$ cat src/core/acc_pkg.sv
// constants and register map for the converter control block
package acc_pkg;
    localparam int ACC_AW = 12;
    localparam int ACC_DW = 32;
    localparam int ACC_RES_W = 12;
    localparam int ACC_NCH = 5;
    localparam int ACC_CNT_W = 11;

    // printed offsets are register indices; byte address is four times the index
    localparam logic [7:0] ACC_IDX_PIN_CFG = 8'hAE;
    localparam logic [7:0] ACC_IDX_MODE = 8'hB1;
    localparam logic [7:0] ACC_IDX_RES_HI = 8'hB2;
    localparam logic [7:0] ACC_IDX_RES_LO = 8'hB3;
    localparam logic [ACC_AW-1:0] ACC_ADDR_PIN_CFG = {2'h0, ACC_IDX_PIN_CFG, 2'h0};
    localparam logic [ACC_AW-1:0] ACC_ADDR_MODE = {2'h0, ACC_IDX_MODE, 2'h0};
    localparam logic [ACC_AW-1:0] ACC_ADDR_RES_HI = {2'h0, ACC_IDX_RES_HI, 2'h0};
    localparam logic [ACC_AW-1:0] ACC_ADDR_RES_LO = {2'h0, ACC_IDX_RES_LO, 2'h0};

    // converter_mode fields
    localparam int ACC_MODE_EN_BIT = 7;
    localparam int ACC_MODE_START_BIT = 6;
    localparam int ACC_MODE_DONE_BIT = 5;
    localparam int ACC_MODE_GCE_BIT = 4;
    localparam int ACC_CHS_HI = 2;
    localparam int ACC_CHS_LO = 0;
    // result_low_and_clock fields, result high/low split and pin configuration width
    localparam int ACC_CKS_HI_BIT = 6;
    localparam int ACC_CKS_LO_BIT = 4;
    localparam int ACC_RLO_HI = 3;
    localparam int ACC_RHI_LSB = 4;
    localparam int ACC_PCFG_HI = 4;

    // conversion clock select codes and their divisors
    localparam logic [1:0] ACC_CKS_DIV16 = 2'h0;
    localparam logic [1:0] ACC_CKS_DIV8 = 2'h1;
    localparam logic [1:0] ACC_CKS_DIV1 = 2'h2;
    localparam logic [1:0] ACC_CKS_DIV2 = 2'h3;
    localparam logic [ACC_CNT_W-1:0] ACC_DIV16 = 11'h010;
    localparam logic [ACC_CNT_W-1:0] ACC_DIV8 = 11'h008;
    localparam logic [ACC_CNT_W-1:0] ACC_DIV1 = 11'h001;
    localparam logic [ACC_CNT_W-1:0] ACC_DIV2 = 11'h002;

    // sixteen periods of the conversion clock divided by four
    localparam int ACC_CONV_PERIODS = 16;
    localparam int ACC_CONV_PRESCALE = 4;
    localparam logic [ACC_CNT_W-1:0] ACC_CONV_CYCLES =
        ACC_CNT_W'(ACC_CONV_PERIODS * ACC_CONV_PRESCALE);

    localparam logic [1:0] ACC_RESP_OKAY = 2'h0;
    localparam logic [1:0] ACC_RESP_SLVERR = 2'h2;
    localparam logic [ACC_DW-1:0] ACC_ZERO = 32'h0000_0000;
endpackage

$ cat src/core/acc_adc_ctrl.sv
// converter control block with register file on an AXI4-Lite slave
`timescale 1ns/1ps
module acc_adc_ctrl (
    input wire logic aclk,                              // instruction clock
    input wire logic aresetn,                           // synchronous reset, active low
    input wire logic [acc_pkg::ACC_AW-1:0] s_axi_awaddr, // write address
    input wire logic s_axi_awvalid,                     // write address valid
    output logic s_axi_awready,                         // write address ready
    input wire logic [acc_pkg::ACC_DW-1:0] s_axi_wdata, // write data
    input wire logic [3:0] s_axi_wstrb,                 // write byte enables
    input wire logic s_axi_wvalid,                      // write data valid
    output logic s_axi_wready,                          // write data ready
    output logic [1:0] s_axi_bresp,                     // write response
    output logic s_axi_bvalid,                          // write response valid
    input wire logic s_axi_bready,                      // write response ready
    input wire logic [acc_pkg::ACC_AW-1:0] s_axi_araddr, // read address
    input wire logic s_axi_arvalid,                     // read address valid
    output logic s_axi_arready,                         // read address ready
    output logic [acc_pkg::ACC_DW-1:0] s_axi_rdata,     // read data
    output logic [1:0] s_axi_rresp,                     // read response
    output logic s_axi_rvalid,                          // read data valid
    input wire logic s_axi_rready,                      // read data ready
    input wire logic [acc_pkg::ACC_RES_W-1:0] sample_code, // code from analog front end
    output logic converter_power,                       // powers the analog converter
    output logic [acc_pkg::ACC_NCH-1:0] analog_select,  // one-hot input switch per pin
    output logic [acc_pkg::ACC_NCH-1:0] digital_isolate, // isolates digital buffer per pin
    output logic conv_busy                              // conversion running
);
    import acc_pkg::*;

    // bus state
    logic awready_q, wready_q, bvalid_q, arready_q, rvalid_q;
    logic aw_held_q, w_held_q;
    logic [ACC_AW-1:0] wr_addr_q;
    logic [ACC_DW-1:0] wr_data_q;
    logic wr_lane0_q;
    logic [1:0] bresp_q, rresp_q;
    logic [ACC_DW-1:0] rdata_q;
    // registers
    logic [ACC_PCFG_HI:0] pin_cfg_q;
    logic en_q, start_q, done_q, gce_q;
    logic [ACC_CHS_HI:0] chs_q;
    logic [1:0] cks_q;
    logic [1:0] conv_cks_q;
    logic [ACC_RES_W-1:0] result_q;
    logic busy_q;
    logic [ACC_NCH-1:0] sel_q;
    // combinational
    logic wr_go, wr_hit, wr_pin, wr_mode, wr_rlo;
    logic start_now, cycle_done;
    logic [ACC_DW-1:0] rd_word;
    logic rd_hit;

    // ---------------- write channel ----------------
    assign wr_go = aw_held_q && w_held_q && !bvalid_q;

    always_ff @(posedge aclk) begin
        if (!aresetn) begin
            awready_q <= 1'b1;
            aw_held_q <= 1'b0;
            wr_addr_q <= '0;
        end else if (s_axi_awvalid && awready_q) begin
            awready_q <= 1'b0;
            aw_held_q <= 1'b1;
            wr_addr_q <= s_axi_awaddr;
        end else if (bvalid_q && s_axi_bready) begin
            awready_q <= 1'b1;
            aw_held_q <= 1'b0;
        end
    end

    always_ff @(posedge aclk) begin
        if (!aresetn) begin
            wready_q <= 1'b1;
            w_held_q <= 1'b0;
            wr_data_q <= '0;
            wr_lane0_q <= 1'b0;
        end else if (s_axi_wvalid && wready_q) begin
            wready_q <= 1'b0;
            w_held_q <= 1'b1;
            wr_data_q <= s_axi_wdata;
            wr_lane0_q <= s_axi_wstrb[0];
        end else if (bvalid_q && s_axi_bready) begin
            wready_q <= 1'b1;
            w_held_q <= 1'b0;
        end
    end

    always_comb begin
        wr_hit = (wr_addr_q == ACC_ADDR_PIN_CFG) || (wr_addr_q == ACC_ADDR_MODE) ||
                 (wr_addr_q == ACC_ADDR_RES_HI) || (wr_addr_q == ACC_ADDR_RES_LO);
        wr_pin = wr_go && wr_lane0_q && (wr_addr_q == ACC_ADDR_PIN_CFG);
        wr_mode = wr_go && wr_lane0_q && (wr_addr_q == ACC_ADDR_MODE);
        wr_rlo = wr_go && wr_lane0_q && (wr_addr_q == ACC_ADDR_RES_LO);
    end

    always_ff @(posedge aclk) begin
        if (!aresetn) begin
            bvalid_q <= 1'b0;
            bresp_q <= ACC_RESP_OKAY;
        end else if (wr_go) begin
            bvalid_q <= 1'b1;
            bresp_q <= wr_hit ? ACC_RESP_OKAY : ACC_RESP_SLVERR;
        end else if (s_axi_bready) begin
            bvalid_q <= 1'b0;
        end
    end

    // ---------------- read channel ----------------
    always_comb begin
        rd_word = ACC_ZERO;
        rd_hit = 1'b1;
        case (s_axi_araddr)
            ACC_ADDR_PIN_CFG: rd_word[ACC_PCFG_HI:0] = pin_cfg_q;
            ACC_ADDR_MODE: begin
                rd_word[ACC_MODE_EN_BIT] = en_q;
                rd_word[ACC_MODE_START_BIT] = start_q;
                rd_word[ACC_MODE_DONE_BIT] = done_q;
                rd_word[ACC_MODE_GCE_BIT] = gce_q;
                rd_word[ACC_CHS_HI:ACC_CHS_LO] = chs_q;
            end
            ACC_ADDR_RES_HI: rd_word[ACC_RES_W-ACC_RHI_LSB-1:0] =
                result_q[ACC_RES_W-1:ACC_RHI_LSB];
            ACC_ADDR_RES_LO: begin
                rd_word[ACC_CKS_HI_BIT] = cks_q[1];
                rd_word[ACC_CKS_LO_BIT] = cks_q[0];
                rd_word[ACC_RLO_HI:0] = result_q[ACC_RLO_HI:0];
            end
            default: rd_hit = 1'b0;
        endcase
    end

    always_ff @(posedge aclk) begin
        if (!aresetn) begin
            arready_q <= 1'b1;
            rvalid_q <= 1'b0;
            rdata_q <= ACC_ZERO;
            rresp_q <= ACC_RESP_OKAY;
        end else if (s_axi_arvalid && arready_q) begin
            arready_q <= 1'b0;
            rvalid_q <= 1'b1;
            rdata_q <= rd_word;
            rresp_q <= rd_hit ? ACC_RESP_OKAY : ACC_RESP_SLVERR;
        end else if (rvalid_q && s_axi_rready) begin
            arready_q <= 1'b1;
            rvalid_q <= 1'b0;
        end
    end

    // ---------------- configuration registers ----------------
    always_ff @(posedge aclk) begin
        if (!aresetn) begin
            pin_cfg_q <= '0;
        end else if (wr_pin) begin
            pin_cfg_q <= wr_data_q[ACC_PCFG_HI:0];
        end
    end

    always_ff @(posedge aclk) begin
        if (!aresetn) begin
            en_q <= 1'b0;
            gce_q <= 1'b0;
            chs_q <= '0;
        end else if (wr_mode) begin
            en_q <= wr_data_q[ACC_MODE_EN_BIT];
            gce_q <= wr_data_q[ACC_MODE_GCE_BIT];
            chs_q <= wr_data_q[ACC_CHS_HI:ACC_CHS_LO];
        end
    end

    // only clock select bits are writable here; result bits ignore writes
    always_ff @(posedge aclk) begin
        if (!aresetn) begin
            cks_q <= ACC_CKS_DIV16;
        end else if (wr_rlo) begin
            cks_q <= {wr_data_q[ACC_CKS_HI_BIT], wr_data_q[ACC_CKS_LO_BIT]};
        end
    end

    // ---------------- conversion sequencing ----------------
    assign start_now = start_q && gce_q && en_q && !busy_q;
    assign conv_busy = busy_q;

    always_ff @(posedge aclk) begin
        if (!aresetn) begin
            busy_q <= 1'b0;
            conv_cks_q <= ACC_CKS_DIV16;
        end else if (!en_q || cycle_done) begin
            busy_q <= 1'b0;
        end else if (start_now) begin
            busy_q <= 1'b1;
            conv_cks_q <= cks_q;
        end
    end

    // a software write of start wins over the automatic clear
    always_ff @(posedge aclk) begin
        if (!aresetn) begin
            start_q <= 1'b0;
        end else if (wr_mode) begin
            start_q <= wr_data_q[ACC_MODE_START_BIT];
        end else if (cycle_done || (busy_q && !en_q)) begin
            start_q <= 1'b0;
        end
    end

    // completion sets done and wins over a software clear in the same cycle
    // software cannot raise done while a conversion runs
    always_ff @(posedge aclk) begin
        if (!aresetn) begin
            done_q <= 1'b0;
        end else if (cycle_done) begin
            done_q <= 1'b1;
        end else if (start_now) begin
            done_q <= 1'b0;
        end else if (wr_mode && !busy_q) begin
            done_q <= wr_data_q[ACC_MODE_DONE_BIT];
        end
    end

    // result has no reset; front end code is stored as straight binary
    always_ff @(posedge aclk) begin
        if (cycle_done) begin
            result_q <= sample_code;
        end
    end

    acc_conv_timer u_timer (
        .aclk(aclk),
        .aresetn(aresetn),
        .run(busy_q && en_q),
        .clk_sel(conv_cks_q),
        .done(cycle_done)
    );

    // ---------------- pin routing ----------------
    genvar gi;
    generate
        for (gi = 0; gi < ACC_NCH; gi++) begin : g_ch
            always_ff @(posedge aclk) begin
                if (!aresetn) begin
                    sel_q[gi] <= 1'b0;
                end else begin
                    sel_q[gi] <= en_q && gce_q && (chs_q == (ACC_CHS_HI+1)'(gi));
                end
            end
        end
    endgenerate

    assign analog_select = sel_q;
    assign digital_isolate = pin_cfg_q;
    assign converter_power = en_q;

    assign s_axi_awready = awready_q;
    assign s_axi_wready = wready_q;
    assign s_axi_bvalid = bvalid_q;
    assign s_axi_bresp = bresp_q;
    assign s_axi_arready = arready_q;
    assign s_axi_rvalid = rvalid_q;
    assign s_axi_rdata = rdata_q;
    assign s_axi_rresp = rresp_q;

    // checker helpers: cycles since the conversion began, its due length, result defined
    logic [ACC_CNT_W:0] len_q;
    logic [ACC_CNT_W:0] len_due;
    logic result_seen_q;

    always_ff @(posedge aclk) begin
        if (!aresetn || !busy_q) begin
            len_q <= '0;
        end else begin
            len_q <= len_q + 12'h001;
        end
    end

    always_comb begin
        case (conv_cks_q)
            ACC_CKS_DIV16: len_due = (ACC_CNT_W+1)'(ACC_CONV_CYCLES * ACC_DIV16);
            ACC_CKS_DIV8: len_due = (ACC_CNT_W+1)'(ACC_CONV_CYCLES * ACC_DIV8);
            ACC_CKS_DIV1: len_due = (ACC_CNT_W+1)'(ACC_CONV_CYCLES * ACC_DIV1);
            ACC_CKS_DIV2: len_due = (ACC_CNT_W+1)'(ACC_CONV_CYCLES * ACC_DIV2);
            default: len_due = (ACC_CNT_W+1)'(ACC_CONV_CYCLES * ACC_DIV16);
        endcase
    end

    // the result register holds no defined value before the first completion
    always_ff @(posedge aclk) begin
        if (!aresetn) begin
            result_seen_q <= 1'b0;
        end else if (cycle_done) begin
            result_seen_q <= 1'b1;
        end
    end
endmodule

$ cat src/core/acc_conv_timer.sv
// conversion length timer: counts conversion clock cycles in instruction clocks
`timescale 1ns/1ps
module acc_conv_timer (
    input wire logic aclk,                  // instruction clock
    input wire logic aresetn,               // synchronous reset, active low
    input wire logic run,                   // conversion in progress
    input wire logic [1:0] clk_sel,         // conversion clock code
    output logic done                       // one-cycle pulse at end of conversion
);
    import acc_pkg::*;

    logic [ACC_CNT_W-1:0] div;
    logic [ACC_CNT_W-1:0] last;
    logic [ACC_CNT_W-1:0] cnt_q;
    logic done_q;

    always_comb begin
        case (clk_sel)
            ACC_CKS_DIV16: div = ACC_DIV16;
            ACC_CKS_DIV8: div = ACC_DIV8;
            ACC_CKS_DIV1: div = ACC_DIV1;
            ACC_CKS_DIV2: div = ACC_DIV2;
            default: div = ACC_DIV16;
        endcase
        last = ACC_CNT_W'(ACC_CONV_CYCLES * div - 11'h001);
    end

    // dropping run restarts the count, which aborts a conversion
    always_ff @(posedge aclk) begin
        if (!aresetn || !run) begin
            cnt_q <= '0;
            done_q <= 1'b0;
        end else if (cnt_q == last) begin
            cnt_q <= '0;
            done_q <= 1'b1;
        end else begin
            cnt_q <= cnt_q + 11'h001;
            done_q <= 1'b0;
        end
    end

    assign done = done_q;
endmodule

$ cat config.mk
export PLATFORM = sky130hd
export DESIGN_NAME = acc_adc_ctrl
export DESIGN_NICKNAME = d
export VERILOG_FILES = /design/src/core/acc_pkg.sv /design/src/core/acc_adc_ctrl.sv /design/src/core/acc_conv_timer.sv
export SDC_FILE = /design/constraint.sdc
export NUM_CORES = 1
export LEC_CHECK = 0
export BUFFER_PORTS_ARGS = -buffer_cell sky130_fd_sc_hd__clkbuf_2
export CAP_MARGIN = 20
export CORE_MARGIN = 5
export CORE_UTILIZATION = 51
export CTS_BUF_LIST = sky130_fd_sc_hd__clkbuf_8
export DETAILED_ROUTE_END_ITERATION = 12
export GPL_TIMING_DRIVEN = 0
export PLACE_DENSITY = 0.89
export REMOVE_ABC_BUFFERS = 1
export SYNTH_ARGS = -nofsm -noshare
export SYNTH_HDL_FRONTEND = slang
export SYNTH_HIERARCHICAL = 1
export SYNTH_SLANG_ARGS = --single-unit
$ cat constraint.sdc
create_clock -name aclk -period 2.8 [get_ports aclk]
set_clock_uncertainty 0.2 [all_clocks]
set_input_delay 0.84 -clock aclk [delete_from_list [all_inputs] [get_ports aclk]]
set_output_delay 0.84 -clock aclk [all_outputs]
set_load 0.02 [all_outputs]
# Yosys cells after proc, flatten, opt, wreduce, memory -nomap -nowiden
# Index checks and enable logic that the tools add are counted.
# totals
wordCells,124
output_inout_bits,53
ff_bits,86
# classes
n_reduce_logical,46
n_mux,28
n_bitwise,2
n_eq_ne,16
add_sub_neg,2
# op_table
cell,n
$eq 12x10->1 const B,8
$logic_and 1x1->1,23
$pmux 5 s4,1
$mux 1,19
$pmux 3 s4,1
$add 11x1->11 const B,1
$eq 11x11->1,1
$sub 11x1->11 const B,1
$reduce_bool 2->1,5
$eq 3x2->1 const B,2
$logic_or 1x1->1,6
$pmux 1 s3,2
$logic_not 1->1,5
$eq 2x2->1 const B,2
$mux 2,2
$pmux 1 s2,2
$pmux 1 s4,1
$reduce_or 2->1,2
$reduce_or 4->1,1
$eq 3x1->1 const B,1
$eq 3x3->1 const B,1
$logic_not 3->1,1
$reduce_bool 3->1,1
$eq 2x1->1 const B,1
3 further kinds,4

# Logic depth before layout (Yosys ltp)
# logic_depth
ltp_word,8
mapped_depth,6

# Cells and area by module
# The synthesis kept the hierarchy.
# by_module_without_submodules
module,instances,cells_each,area_each_um2,seq_area_each_um2
acc_adc_ctrl,1,341,3075.4,1561.5
acc_conv_timer,1,62,544.3,240.2

# Worst setup path after synthesis
# OpenSTA, ideal clock, no wires.
# synth_timing
path_kind,input port to flip-flop
startpoint,input port s_axi_araddr[11] in the netlist's numbering
endpoint,register rdata_q[6] (netlist: s_axi_rdata[6])
setup_ns,0.096
setup_slack_ns,0.304
stages,4
n_path_buf,0
required_time_ns,2.504
arrival_ns,2.200
cell_sequence,or4_4 -> nor4_4 -> a21oi_2 -> o41ai_2
# synth_between
elab_chain_cells,2
word_cells_on_any_way,4
cone_classes,eq/ne: 3; mux: 1
# synth_rtl
item,line,text
start: declaration,acc_adc_ctrl.sv:16,"input wire logic [acc_pkg::ACC_AW-1:0] s_axi_araddr,"
$eq 12x10->1,acc_adc_ctrl.sv:113,case (s_axi_araddr)
$pmux 1 s3 *,acc_adc_ctrl.sv:113,
end signal: assignment,acc_adc_ctrl.sv:142,rdata_q <= rd_word;
end: declaration,acc_adc_ctrl.sv:38,logic [ACC_DW-1:0] rdata_q;
# Every way passes the cells marked *; elsewhere a longest branch is shown, timed or not.
# A chain may end at the register's enable or synchronous reset.

# Final worst setup path
# layout_timing
startpoint,input port s_axi_araddr[2] in the netlist's numbering
endpoint,register rdata_q[1] (netlist: s_axi_rdata[1])
# layout_between
elab_chain_cells,2
word_cells_on_any_way,5
cone_classes,eq/ne: 4; mux: 1
# layout_rtl
item,line
$eq 12x10->1,acc_adc_ctrl.sv:113
$pmux 3 s4 *,acc_adc_ctrl.sv:113
# Marked as above.

==> metrics.md <==
| Metric | Value |
|---|---|
| Status | finished, final reports clean |
| Die Y | 94.2 um |
| Asr flop ratio synth | 0 |
| Setup ws final | 0.339 ns |
| Vias | 3053 |
| Die X | 94.2 um |
| Diodes inserted | 0 |
| Final Util | 0.606 |
| Total CTS buffers | 9 |
| Grt met1 use | 0.233 |
| Post-Synthesis Cells | 403 |
| CTS Buffer Depth | 2 |
| Final Hold Viols | 0 |
| PortBufs | 78 |
| Worst-case vdd ir drop | 0.279 mV |
| Buf/Inv on CP | 1 |
| Final Max Tran Viols | 0 |
| Number of synthesized flops with an enable pin | 12 |
| Inst Count DP | 560 |
| M2 GR Usage | 0.288 |
| Commonest non-fill, non-tap cell in the layout | clkbuf_2 |
| Unrepaired setup endpoints after global routing | false |
| Gp weighted congestion | 0.834 |
| Hold wc startpoint | wr_addr_q[7]$_SDFFE_PN0P_ |
| Syn avg cell area | 8.98 um^2 |
| Postcts setup bufs | 0 |
| Tmin final | 2.46 ns |
| RR Endpoint | done_q$_SDFFE_PN0P_ |
| FF+latch count, synth | 84 |
| Post-cts sizing count | 0 |
| Reg clk slew, reported paths | 0.08 ns |
| Worst Tran Pin Value | 0.930 ns |
| Most used DFF post-synth | dfxtp_1 |
| Layout cells sized above 1 | 0.204 |
| Core area | 0.00687 mm^2 |
| Row Count | 30 |
| Initial detailed-routing violation count | 170 |
| Post-CTS Hold Fix Bufs | 0 |
| Most used routing layer | met2 |
| Finished Layout Cells | 576 |
| Hold depth | 2 |
| R2r setup slk | 0.55 ns |
| Period Utilization, post-route | 0.879 |
| Post-route DRC | 0 |
| Hold EP | wr_addr_q[7]$_SDFFE_PN0P_ |
| Clk_lat worst skew | 0.34 ns |
| Gr ovfl total | 0 |
| I/O pin cnt | 132 |
| Worst-path cell chain | clkbuf_2, nor4bb_1, o21a_1, o2111ai_1, o21ai_0 |
| Area growth syn-to-layout | 15.0% |
| CTS root buffer | clkbuf_8 |
| Max Cap Viol | 0 |
| Clock Sinks | 84 |
| First drt pass iteration count | 4 |
| CP max-delay cell | nor4bb_1 |
| Largest net degree at the start of global routing | 26 |
| Critical path type | input pin to register |
| Dpl hpwl | 5.86 mm |
| Crit path max fanout | 11 |
| Vias in the first global route | 2753 |
| Drt via density | 5.30 |
| CP required | 2.87 ns |
| Synthesized area | 0.00362 mm^2 |
| Top delay family on crit path | simple AND/OR/NAND/NOR gates |
| Pwr dens | 545 mW/mm^2 |
| Antenna violations before repair | 0 |
| Post-Route WL | 7.84 mm |
| Max incr delay on CP | 0.85 ns |
| Setup slack at placement | -0.0326 ns |
| Final #Nets | 555 |
| GRT Util Overall | 0.180 |
| Max-Slew Margin vs Limit | 0.372 |
| Reg2reg start | wr_addr_q[7]$_SDFFE_PN0P_ |
| Highest clock rate | 0.406 GHz |
| H-Tree Level Count | 3 |
| Yosys Warn Count | 6 |
| Final Cell Area | 0.00416 mm^2 |
| CP Launch Type | input pin |
| CTS tree | done |
| CP arrival | 2.53 ns |
| Die area | 0.00888 mm^2 |
| CP Capture Type | register |
| Starting Density | 0.527 |
| Met3 global-route usage | 0.0449 |
| Hold Crit Class | register to register |
| Yosys cell types | 52 |
| Average routed wire per standard cell | 13.6 um |
| Final setup violation count | 0 |
| Tot Pwr | 2.27 mW |
| Pleak | 1.66 nW |
| Post-DRT Antenna Nets | 0 |
| Most frequent cells in the layout | clkbuf_2, dfxtp_1, nand2_1, a21oi_1 |
| Worst Reg2Reg Path Length in Cells | 4 |
| Placed cell areas | 0.00398 mm^2 |
| Post-synthesis sequential area ratio | 0.498 |
| First-pass GRT wire length | 12.6 mm |
-- per-layer routing --
| metal | vias to the layer above | share of wire |
|---|---|---|
| met5 | - | 0 |
| met4 | 0 | 0.017 |
| met3 | 11 | 0.081 |
| met2 | 126 | 0.46 |
| met1 | 1388 | 0.44 |
| li1 | 1528 | - |
-- cell families after synthesis --
logic type / count (synthesis) / share of synthesized area
compound gates: 97 / 0.159
xor+xnor: 8 / 0.0194
fa+ha+maj: 1 / 0.00346
buf+inv: 48 / 0.0809
flops: 84 / 0.498
mux: 6 / 0.0166
other cells: 1 / 0.00104
simple gates: 158 / 0.222
-- final cells by class --
class,instances,area (um^2)
Fill cell,588,2710
Clock buffer,9,124
Multi-Input combinational cell,296,1620
Inverter,5,18.8
Clock inverter,7,60.1
Timing Repair Buffer,79,418
Tap cell,96,120
Sequential cell,84,1800
-- cells in the mapped netlist (2+ instances only) --
cell | number | area share
buf_4 | 26 | 0.054
and3b_1 | 2 | 0.0048
nor3_1 | 12 | 0.017
nand2b_1 | 4 | 0.0069
a22oi_1 | 4 | 0.0083
dfxtp_1 | 72 | 0.40
nand3_1 | 22 | 0.030
clkbuf_1 | 15 | 0.016
mux2i_1 | 6 | 0.017
and2_1 | 4 | 0.0069
nand4_1 | 3 | 0.0052
xnor2_1 | 7 | 0.017
and3_1 | 4 | 0.0069
edfxtp_1 | 12 | 0.10
a21oi_1 | 48 | 0.066
a221oi_1 | 2 | 0.0048
nor3b_1 | 6 | 0.012
inv_1 | 4 | 0.0041
nand3b_1 | 2 | 0.0041
nor4bb_1 | 2 | 0.0055
nand2_1 | 63 | 0.065
o2bb2ai_1 | 5 | 0.012
or3b_1 | 2 | 0.0048
nor4_1 | 2 | 0.0035
nor2_1 | 20 | 0.021
o21ai_0 | 26 | 0.036
buf_6 | 2 | 0.0062
and4_1 | 2 | 0.0048
-- worst max-delay path by stage --
| stage | startpoint | to | slack [ns] | cells past startpoint |
|---|---|---|---|---|
| after floorplan | s_axi_araddr[11] | s_axi_rdata[6]$_SDFFE_PN0P_ | 0.30 | 4 |
| after global placement | aresetn | s_axi_rdata[6]$_SDFFE_PN0P_ | -0.32 | 5 |
| after detailed placement | s_axi_araddr[2] | s_axi_rdata[1]$_SDFFE_PN0P_ | -0.03 | 5 |
| after CTS | s_axi_araddr[2] | s_axi_rdata[1]$_SDFFE_PN0P_ | 0.33 | 5 |
| after global routing | s_axi_araddr[2] | s_axi_rdata[1]$_SDFFE_PN0P_ | 0.09 | 5 |
| final | s_axi_araddr[2] | s_axi_rdata[1]$_SDFFE_PN0P_ | 0.34 | 5 |
-- where the power goes --
part | internal [mW] | leakage [nW] | switching, mW
sequential | 1.25 | 0.693 | 0.0222
combinational | 0.0669 | 0.862 | 0.127
clock | 0.401 | 0.101 | 0.400
total | 1.72 | 1.66 | 0.548
-- worst reg2reg max path: stages (launching register included) --
cell	delay [ns]
dfxtp_1	0.33
nor3b_1	0.51
nand4_1	0.41
o31a_1	0.39
o311a_1	0.31
-- flip-flops by register name, summed over array words and instances, names as in the netlist, 2 cells and up --
name / count
result_q: 12
wr_addr_q: 12
u_timer/cnt_q: 11
s_axi_rdata: 8
wr_data_q: 8
analog_select: 5
digital_isolate: 5
chs_q: 3
cks_q: 2
conv_cks_q: 2
-- per-stage QoR --
step	hold slack (ns)	TNS [ns]
after detailed placement	0.242	-0.0496
after global routing	0.286	0
after floorplan	0.231	0
after CTS	0.253	0
final	0.256	0
after global placement	0.240	-1.46
No activity file was read; power rests on OpenSTA's default activity.
